<file path="src/verilog/fsp_defs.vh">
// Constants of the flash self-program host controller
`ifndef FSP_DEFS_VH
`define FSP_DEFS_VH
// APB register byte offsets
`define FSP_OFF_CMD 4'h0
`define FSP_OFF_ADDR 4'h4
`define FSP_OFF_DATA 4'h8
`define FSP_OFF_STAT 4'hc
// Command codes written to the command register
`define FSP_OP_ERASE 3'h1
`define FSP_OP_LOAD 3'h2
`define FSP_OP_WRITE 3'h3
`define FSP_OP_LOCK 3'h4
`define FSP_OP_REEN 3'h5
// Control register patterns for the device
`define FSP_PAT_ERASE 8'h03
`define FSP_PAT_LOAD 8'h01
`define FSP_PAT_WRITE 8'h05
`define FSP_PAT_LOCK 8'h09
`define FSP_PAT_REEN 8'h11
// Control register bit positions
`define FSP_BIT_EN 0
`define FSP_BIT_BUSY 6
// Address pointer field layout
`define FSP_WORD_LSB 1
`define FSP_WORD_W 5
`define FSP_PAGE_LSB 6
`define FSP_PAGE_W 7
`define FSP_WORDS 32
// First page of the section that stays readable during programming
`define FSP_NO_READ_WHILE_WRITE_SECTION_FIRST 7'h60
// Lock value layout: writable field and forced-one positions
`define FSP_LOCK_FIELD 8'h3c
`define FSP_LOCK_ONES 8'hc3
`define FSP_LOCK_ZPTR 16'h0001
// Reset value of the data register: lo_b lock bit programmed
`define FSP_DATA_RST 16'h00ef
// Arming window in clock cycles, and wait before polling the enable bit
`define FSP_ARM_WIN 3'h4
`define FSP_SETTLE 3'h3
`endif

</file>
<file path="src/verilog/fsp_sync.v">
// Two-stage synchroniser, one per bit
`timescale 1ns/1ps
module fsp_sync #(
  parameter W = 9
) (
  // Clock and reset
  input wire pclk,
  input wire presetn,
  // Data
  input wire [W-1:0] din,
  output wire [W-1:0] dout
);
  genvar i;
  generate
    for (i = 0; i < W; i = i + 1) begin : g_bit
      reg meta_q;
      reg sync_q;
      always @(posedge pclk or negedge presetn) begin
        if (!presetn) begin
          meta_q <= 1'b0;
          sync_q <= 1'b0;
        end else begin
          meta_q <= din[i];
          sync_q <= meta_q;
        end
      end
      assign dout[i] = sync_q;
    end
  endgenerate
endmodule

</file>
<file path="src/verilog/fsp_word_mask.v">
// Record of temporary buffer words loaded since the last buffer erase
`timescale 1ns/1ps
module fsp_word_mask (
  // Clock and reset
  input wire pclk,
  input wire presetn,
  // Update
  input wire set_en,
  input wire [4:0] set_idx,
  input wire clr,
  // State
  output wire [31:0] mask
);
  genvar i;
  generate
    for (i = 0; i < 32; i = i + 1) begin : g_word
      reg used_q;
      always @(posedge pclk or negedge presetn) begin
        if (!presetn) begin
          used_q <= 1'b0;
        end else if (clr) begin
          used_q <= 1'b0;
        end else if (set_en && set_idx == i) begin
          used_q <= 1'b1;
        end
      end
      assign mask[i] = used_q;
    end
  endgenerate
endmodule

</file>
<file path="src/verilog/fsp_host.v">
// Host controller that sequences flash self-programming commands into the device
`timescale 1ns/1ps
`include "fsp_defs.vh"
module fsp_host (
  // Clock and reset
  input wire pclk,
  input wire presetn,
  // APB slave
  input wire psel,
  input wire penable,
  input wire pwrite,
  input wire [31:0] paddr,
  input wire [31:0] pwdata,
  output reg [31:0] prdata,
  output reg pready,
  output reg pslverr,
  // Device control register access
  output reg ctl_we_q,
  output reg [7:0] ctl_wdata_q,
  input wire [7:0] ctl_rdata,
  // Device store-program instruction and operands
  output reg store_program_instr_q,
  output reg [15:0] zptr_q,
  output reg [7:0] data_low_reg_q,
  output reg [7:0] data_high_reg_q,
  // Device status and system
  input wire eeprom_busy,
  input wire ready_irq,
  output reg irq_enable_q,
  output reg rww_access_ok_q
);
  localparam ST_IDLE = 5'h01;
  localparam ST_CTRL = 5'h02;
  localparam ST_ISSUE = 5'h04;
  localparam ST_WAIT = 5'h08;
  localparam ST_POLL = 5'h10;

  reg [4:0] state_q;
  reg [2:0] op_q;
  reg [2:0] cnt_q;
  reg [6:0] page_q;
  reg [4:0] word_q;
  reg [15:0] data_q;
  reg done_q;
  reg err_q;
  reg rww_hold_q;
  reg load_seen_q;
  wire [8:0] sync_out;
  wire [7:0] ctl_sync;
  wire eep_sync;
  wire [31:0] word_mask;
  wire acc;
  wire wr_acc;
  wire cmd_wr;
  wire [2:0] cmd_op;
  wire cmd_ok;
  wire mask_set;
  wire mask_clr;
  wire eep_lost;
  wire tgt_rww;
  wire map_ok;
  wire sel_cmd;
  wire sel_addr;
  wire sel_data;
  wire sel_stat;
  wire reg_wr;
  reg op_legal;
  reg [31:0] rd_word;
  reg [7:0] pat_d;
  reg [15:0] z_d;

  fsp_sync #(.W(9)) u_sync (
    .pclk(pclk),
    .presetn(presetn),
    .din({eeprom_busy, ctl_rdata}),
    .dout(sync_out)
  );
  assign ctl_sync = sync_out[7:0];
  assign eep_sync = sync_out[8];

  // APB: access phase lasts two cycles; effects happen at the pready edge
  assign acc = psel & penable & pready;
  assign wr_acc = acc & pwrite;
  // Only aligned words of the first sixteen bytes are mapped; a write elsewhere has no effect
  assign map_ok = paddr[31:4] == 28'h0000000 && paddr[1:0] == 2'b00;
  assign sel_cmd = paddr[3:0] == `FSP_OFF_CMD;
  assign sel_addr = paddr[3:0] == `FSP_OFF_ADDR;
  assign sel_data = paddr[3:0] == `FSP_OFF_DATA;
  assign sel_stat = paddr[3:0] == `FSP_OFF_STAT;
  assign reg_wr = wr_acc & map_ok;
  assign cmd_wr = reg_wr & sel_cmd;
  assign cmd_op = pwdata[2:0];

  // Opcodes that start a device operation; a load also needs a word not yet loaded
  always @* begin
    op_legal = 1'b0;
    case (cmd_op)
      `FSP_OP_ERASE: begin
        op_legal = 1'b1;
      end
      `FSP_OP_LOAD: begin
        op_legal = !word_mask[word_q];
      end
      `FSP_OP_WRITE: begin
        op_legal = 1'b1;
      end
      `FSP_OP_LOCK: begin
        op_legal = 1'b1;
      end
      `FSP_OP_REEN: begin
        op_legal = 1'b1;
      end
      default: begin
        op_legal = 1'b0;
      end
    endcase
  end

  // Commands while busy or during an EEPROM write are refused
  assign cmd_ok = cmd_wr && state_q == ST_IDLE && !eep_sync && op_legal;

  assign tgt_rww = page_q < `FSP_NO_READ_WHILE_WRITE_SECTION_FIRST;

  // The mask follows what the device keeps in its buffer
  assign mask_set = state_q == ST_ISSUE && op_q == `FSP_OP_LOAD;
  assign eep_lost = eep_sync && load_seen_q;
  assign mask_clr = (state_q == ST_POLL && !ctl_sync[`FSP_BIT_EN] &&
                     (op_q == `FSP_OP_WRITE || op_q == `FSP_OP_REEN)) || eep_lost;

  fsp_word_mask u_mask (
    .pclk(pclk),
    .presetn(presetn),
    .set_en(mask_set),
    .set_idx(word_q),
    .clr(mask_clr),
    .mask(word_mask)
  );

  // Control pattern and pointer for the armed operation
  always @* begin
    pat_d = `FSP_PAT_LOAD;
    z_d = 16'h0000;
    case (op_q)
      `FSP_OP_ERASE: begin
        pat_d = `FSP_PAT_ERASE;
        z_d = {3'b000, page_q, 6'h00};
      end
      `FSP_OP_LOAD: begin
        pat_d = `FSP_PAT_LOAD;
        z_d = {3'b000, page_q, word_q, 1'b0};
      end
      `FSP_OP_WRITE: begin
        pat_d = `FSP_PAT_WRITE;
        z_d = {3'b000, page_q, 6'h00};
      end
      `FSP_OP_LOCK: begin
        pat_d = `FSP_PAT_LOCK;
        z_d = `FSP_LOCK_ZPTR;
      end
      `FSP_OP_REEN: begin
        pat_d = `FSP_PAT_REEN;
        z_d = {3'b000, page_q, 6'h00};
      end
      default: begin
        pat_d = `FSP_PAT_LOAD;
        z_d = 16'h0000;
      end
    endcase
  end

  // Sequencer
  always @(posedge pclk or negedge presetn) begin
    if (!presetn) begin
      state_q <= ST_IDLE;
      op_q <= 3'h0;
      cnt_q <= 3'h0;
      ctl_we_q <= 1'b0;
      ctl_wdata_q <= 8'h00;
      store_program_instr_q <= 1'b0;
      zptr_q <= 16'h0000;
      data_low_reg_q <= 8'h00;
      data_high_reg_q <= 8'h00;
      done_q <= 1'b0;
      rww_hold_q <= 1'b0;
      load_seen_q <= 1'b0;
    end else begin
      ctl_we_q <= 1'b0;
      store_program_instr_q <= 1'b0;
      if (eep_lost) begin
        load_seen_q <= 1'b0;
      end
      case (state_q)
        ST_IDLE: begin
          if (cmd_ok) begin
            op_q <= cmd_op;
            done_q <= 1'b0;
            state_q <= ST_CTRL;
          end
        end
        ST_CTRL: begin
          // Operands are set with the control write and stay stable for the instruction that follows
          ctl_we_q <= 1'b1;
          ctl_wdata_q <= pat_d;
          zptr_q <= z_d;
          if (op_q == `FSP_OP_LOCK) begin
            data_low_reg_q <= (data_q[7:0] & `FSP_LOCK_FIELD) | `FSP_LOCK_ONES;
            data_high_reg_q <= 8'h00;
          end else begin
            data_low_reg_q <= data_q[7:0];
            data_high_reg_q <= data_q[15:8];
          end
          state_q <= ST_ISSUE;
        end
        ST_ISSUE: begin
          // First cycle of the arming window, well inside four cycles
          store_program_instr_q <= 1'b1;
          cnt_q <= `FSP_SETTLE;
          if (op_q == `FSP_OP_LOAD) begin
            load_seen_q <= 1'b1;
          end
          if ((op_q == `FSP_OP_ERASE || op_q == `FSP_OP_WRITE) && tgt_rww) begin
            rww_hold_q <= 1'b1;
          end
          state_q <= ST_WAIT;
        end
        ST_WAIT: begin
          // Synchroniser lag: the enable bit read back is stale for a few cycles
          if (cnt_q == 3'h1) begin
            state_q <= ST_POLL;
          end
          cnt_q <= cnt_q - 3'h1;
        end
        ST_POLL: begin
          // Length of the operation is whatever the device takes
          if (!ctl_sync[`FSP_BIT_EN]) begin
            if (op_q == `FSP_OP_REEN || op_q == `FSP_OP_LOAD) begin
              rww_hold_q <= 1'b0;
            end
            if (op_q == `FSP_OP_WRITE || op_q == `FSP_OP_REEN) begin
              load_seen_q <= 1'b0;
            end
            done_q <= 1'b1;
            state_q <= ST_IDLE;
          end
        end
        default: begin
          state_q <= ST_IDLE;
        end
      endcase
    end
  end

  // Address, data, error flag and system outputs
  always @(posedge pclk or negedge presetn) begin
    if (!presetn) begin
      page_q <= 7'h00;
      word_q <= 5'h00;
      data_q <= `FSP_DATA_RST;
      err_q <= 1'b0;
      irq_enable_q <= 1'b0;
      rww_access_ok_q <= 1'b0;
    end else begin
      if (reg_wr && sel_addr && state_q == ST_IDLE) begin
        page_q <= pwdata[`FSP_PAGE_LSB+`FSP_PAGE_W-1:`FSP_PAGE_LSB];
        word_q <= pwdata[`FSP_WORD_LSB+`FSP_WORD_W-1:`FSP_WORD_LSB];
      end
      if (reg_wr && sel_data && state_q == ST_IDLE) begin
        data_q <= pwdata[15:0];
      end
      // A refusal in the same cycle as a clear still sets the flag
      if (cmd_wr && !cmd_ok) begin
        err_q <= 1'b1;
      end else if (reg_wr && sel_stat && pwdata[2]) begin
        err_q <= 1'b0;
      end
      // Ready interrupt passes only while idle; vectors may sit in the blocked section
      irq_enable_q <= state_q == ST_IDLE && ready_irq;
      rww_access_ok_q <= !rww_hold_q && !ctl_sync[`FSP_BIT_BUSY];
    end
  end

  // Read mux; the answer register below keeps prdata straight from a flop
  always @* begin
    rd_word = 32'h00000000;
    case (paddr[3:0])
      `FSP_OFF_CMD: begin
        rd_word = {29'h00000000, op_q};
      end
      `FSP_OFF_ADDR: begin
        rd_word = {16'h0000, 3'h0, page_q, word_q, 1'b0};
      end
      `FSP_OFF_DATA: begin
        rd_word = {16'h0000, data_q};
      end
      `FSP_OFF_STAT: begin
        rd_word = {15'h0000, rww_access_ok_q, ctl_sync, 5'h00, err_q, done_q, state_q != ST_IDLE};
      end
      default: begin
        rd_word = 32'h00000000;
      end
    endcase
  end

  // APB answer
  always @(posedge pclk or negedge presetn) begin
    if (!presetn) begin
      pready <= 1'b0;
      pslverr <= 1'b0;
      prdata <= 32'h00000000;
    end else begin
      pready <= psel & penable & ~pready;
      pslverr <= 1'b0;
      prdata <= 32'h00000000;
      if (psel && penable && !pready) begin
        if (!map_ok) begin
          pslverr <= 1'b1;
        end else if (!pwrite) begin
          prdata <= rd_word;
        end
      end
    end
  end
endmodule

</file>
<file path="config.mk">
export PLATFORM = sky130hd
export DESIGN_NAME = fsp_host
export DESIGN_NICKNAME = d
export VERILOG_FILES = /design/src/verilog/fsp_sync.v /design/src/verilog/fsp_word_mask.v /design/src/verilog/fsp_host.v
export VERILOG_INCLUDE_DIRS = /design/src /design/src/verilog
export SDC_FILE = /design/constraint.sdc
export NUM_CORES = 1
export LEC_CHECK = 0
export ABC_CLOCK_PERIOD_IN_PS = 1600
export BUFFER_PORTS_ARGS = -buffer_cell sky130_fd_sc_hd__buf_2
export CORE_UTILIZATION = 48
export CTS_CLUSTER_DIAMETER = 100
export DETAILED_ROUTE_END_ITERATION = 8
export GPL_ROUTABILITY_DRIVEN = 0
export HOLD_SLACK_MARGIN = 0.15
export PLACE_DENSITY = 0.79
export SYNTH_ARGS = -nofsm -noshare
export SYNTH_HDL_FRONTEND = slang
export SYNTH_SLANG_ARGS = --single-unit
</file>
<file path="constraint.sdc">
create_clock -name pclk -period 1.6 [get_ports pclk]
set_input_delay 0.08 -clock pclk [delete_from_list [all_inputs] [get_ports pclk]]
set_output_delay 0.08 -clock pclk [all_outputs]
set_load 0.1 [all_outputs]
</file>
==> results.md <==
Status:
- The flow ran to the end, but the final reports show violations.
- The checks that failed: setup timing.

Setup path:
- The capturing element type of the critical path is a register.
- The critical path data arrival time is 2.41 ns.
- The highest net fanout along the worst path is 12.
- The highest cell delay on the worst timing path is 0.46 ns.
- The worst setup path is launched from a register.
- For the worst setup path, the data required time is 1.90 ns.
- The setup path with the least slack is of type register to register.
- For this design, the slowest cell found on the critical path is sky130_fd_sc_hd__dfrtp_2.
- The critical path goes through buf_12 -> mux2i_1 -> a22oi_1 -> nand3_1 -> o21ai_4 -> nor2_4 -> o311ai_2.

Die:
- The number of rows created at floorplan is 41.
- The die covers 13,810 µm².
- In this run the count of I/O pins placed on the die edge is 157.
- From left edge to right edge, the die measures 117.5 µm.
- The placeable core region is 12,820 µm².
- The starting density of the core is 0.4993.
- In this run the vertical extent of the chip is 117.5 µm.

Timing:
- The final max-slew violation count came to 0.
- The number of hold violations in the final report is 0.
- The total of endpoints with negative setup slack in the final report is 102.
- Across all setup checks in the final design, the least slack found is -0.5112 ns.
- The slew at the pin closest to its max-slew limit is 1.041 ns.
- The worst pin sits at a relative slew slack of 0.3035.
- On the final layout, the worst clock skew is 0.01319 ns.
- Setup repair after global routing could not meet its margin everywhere.
- Of the available clock period, the critical path in the final layout requires 1.320.
- The peak clock frequency supported by timing is 473.7 MHz.
- The worst path in the final design needs a cycle of 2.111 ns, including I/O delays and setup.
- In the final timing run, aggregate negative setup slack is -20.18 ns.

Drt:
- The number of detailed-route iterations in the first pass is 6.
- The total DRC errors in the routed layout is 0.
- In the final routed layout, each cell accounts on average for 25.17 µm.
- The routed layout has 6,248 vias.
- The routed wire length is 25.12 mm.
- The starting DRC count in detailed routing is 764.
- The remaining antenna violation count after routing is 0.
- The post-detailed-route via-to-cell ratio is 6.261.

Synth:
- The xor and xnor area share after synthesis is 0.
- Synthesis inferred 150 register bits.
- The gate count after technology mapping is 582.
- The most used flip-flop cell after synthesis is sky130_fd_sc_hd__dfrtp_1.
- Of the total synthesized cell area, the portion taken by AND, OR, NAND and NOR gates is 0.1755.
- Each instance of the synthesized netlist takes up on average 11.00 µm².
- The yosys synthesis warning count is 0.
- The post-synthesis async set-or-reset flop share is 1.000.
- After synthesis, the most frequently instantiated cells are sky130_fd_sc_hd__dfrtp_1 (142), sky130_fd_sc_hd__nand2_1 (75), sky130_fd_sc_hd__nor2_1 (75), sky130_fd_sc_hd__a21oi_1 (43).
- Of the post-synthesis cell area, the dominant cell type holds 0.5549.
- The compound-gate portion of the synthesized area came to 0.09437.
- The fraction of the mapped netlist area in adder cells is 0.003908.
- sky130_fd_sc_hd__dfrtp_1 takes more of the synthesized area than any other cell.
- The combinational family with the most area after synthesis is simple AND/OR/NAND/NOR gates.
- The synthesized design contains 0 enable-type register cells.
- The synthesized netlist occupies a cell area of 6404 µm².
- Synthesis instantiated 52 different standard cells from the library.
- The most frequent cell after synthesis is sky130_fd_sc_hd__dfrtp_1.
- Of the post-synthesis cell area, the part taken by muxes is 0.08773.
- Sorting the synthesized cells by area gives the leading types as sky130_fd_sc_hd__dfrtp_1 (55%), sky130_fd_sc_hd__mux2_4 (4.7%), sky130_fd_sc_hd__nand2_1 (4.4%).
- For this run, the register share of the synthesized area comes to 0.5877.

Finish:
- The area growth from synthesis to layout is 51.86%.
- The final cell count without fillers is 998.
- The net count reported at finish is 893.
- The fraction of final layout cells sized beyond drive strength 1 is 0.4958.

Placed design:
- Prior to clock tree synthesis, the placed netlist has a worst setup slack of -0.2432 ns.
- Port buffering added 119 buffers.
- The HPWL after detailed placement is 11.19 mm.
- Once placement completed, the tool counted placed cells totaling 901.

Clocking:
- The cell sitting at the root of the clock tree is a sky130_fd_sc_hd__clkbuf_16.
- The TritonCTS clock tree is built.
- The number of levels in the clock H-tree is 4.
- Clock tree synthesis inserted a total of 17 buffers.
- After clock tree synthesis, the clock-pin slew on the worst setup and hold paths is 0.07 ns.
- The clock passes through at most 2 buffers.
- The source-to-sink clock delay at the later pin of the worst-skew pair is 0.44 ns.
- The number of clock sinks is 150.

Global routing:
- The first global-routing pass estimated 32.87 mm of wire.
- The number of global-route vias before repair is 6,141.
- The number of antenna violations at the first check in global routing came to 0.
- The maximum number of pins on one net before global-route repair is 52.
- The sum of overflow across all layers after global routing is 0.
- The combined global-route utilization of all metal layers is 0.3121.

Worst hold path:
- The type of the worst min-delay path is input pin to async pin.

Job:
- The number of max-cap violations is 0.

Power and ir drop:
- The static leakage is 0.004689 µW.
- VDD sags by at most 0.8701 mV.
- Power spread over the standard cell area amounts to 897.1 nW/µm².
-- cell usage in the layout, fill, tap and decap left out, types with 16 or more instances in the layout --
cell type | synthesis | layout
sky130_fd_sc_hd__nand2_1 | 75 | 25
sky130_fd_sc_hd__dfrtp_1 | 142 | 137
sky130_fd_sc_hd__nand3_1 | 22 | 16
sky130_fd_sc_hd__buf_2 | 5 | 119
sky130_fd_sc_hd__a21oi_1 | 43 | 35
sky130_fd_sc_hd__a22oi_1 | 21 | 21
sky130_fd_sc_hd__nand2_2 | 1 | 23
sky130_fd_sc_hd__conb_1 | 1 | 21
sky130_fd_sc_hd__nand2_4 | 1 | 27
sky130_fd_sc_hd__dlygate4sd3_1 | 0 | 30
sky130_fd_sc_hd__nor2_1 | 75 | 56
sky130_fd_sc_hd__mux2_4 | 20 | 21
sky130_fd_sc_hd__clkbuf_16 | 0 | 21
sky130_fd_sc_hd__buf_4 | 22 | 53
-- power breakdown --
part	leakage [µW]	internal [µW]	total [µW]	switching (µW)
registers	0.00200	3820	3840	15.1
logic	0.00240	149	603	454
clock network	0.000295	2690	4280	1590
total	0.00469	6670	8720	2060
-- worst max-delay path: cells and delay by family, from the launching register on --
kind                   cells  cell delay, ns
flip-flops                 1            0.46
buffers and inverters      1            0.18
AND/OR/NAND/NOR            2            0.32
AO/OA/AOI/OAI              3            0.86
multiplexers               1            0.13
-- per-stage QoR --
step | hold slack (ns) | util | power, µW | instance area [µm²]
floorplan | -0.2156 | - | 4231 | 6538
global placement | 0.04571 | 0.5863 | 4399 | 7520
detailed placement | 0.04785 | 0.5863 | 4410 | 7520
CTS | 0.1757 | 0.7140 | 8628 | 9156
global route | 0.1933 | 0.7580 | 8927 | 9722
finish | 0.1616 | 0.7582 | 8724 | 9724
-- cells by family after synthesis --
kind of cell	after synthesis
flip-flops	150
buffers and inverters	58
multiplexers	45
other	1
adder cells (fa/ha/maj)	2
AND/OR/NAND/NOR	229
AO/OA/AOI/OAI	97
-- final timing paths --
check                                       start                     end  slack [ns]  cells past startpoint
max                                     word_q[0]                 op_q[0]       -0.51                      7
min                                       presetn      data_high_reg_q[1]        0.16                      2
max reg2reg                             word_q[0]                 op_q[0]       -0.51                      7
min reg2reg                u_sync.g_bit[5].meta_q  u_sync.g_bit[5].sync_q        0.36                      0
max in group asynchronous                 presetn                  pready        0.66                      3
min in group pclk                        paddr[0]                   err_q        0.25                      5
-- routing by layer --
layer	wire length (µm)	GRT usage
met1	8449	0.3469
met4	2141	0.1771
met3	2131	0.07946
met5	0	0
met2	12400	0.5440
-- flip-flops by register name, indices dropped and copies added (netlist names), 3 cells and up --
signal	count
ctl_wdata_q	5
prdata	17
data_low_reg_q	8
u_mask.g_word.used_q	32
zptr_q	13
state_q	5
u_sync.g_bit.sync_q	9
data_high_reg_q	8
cnt_q	3
data_q	16
word_q	5
page_q	7
u_sync.g_bit.meta_q	9
op_q	3
-- timing repair --
item,4_1_cts,5_1_grt
hold buffers,30,1
endpoints found under the hold margin,193,2
setup buffers,10,11
pin swaps,31,52
endpoints found under the setup margin,101,120
resized for setup,106,107
cloned,10,6
-- cell type report --
cell class              instances  area, µm²
clock inverters                 8      148.9
well taps                     172      215.2
diodes                          1      2.502
repair buffers                236       1958
flip-flops and latches        150       3772
fillers                       634       3100
inverters                      11      48.80
multi-input cells             396       3107
clock buffers                  24      471.7
(Power assumes the default switching activity.)
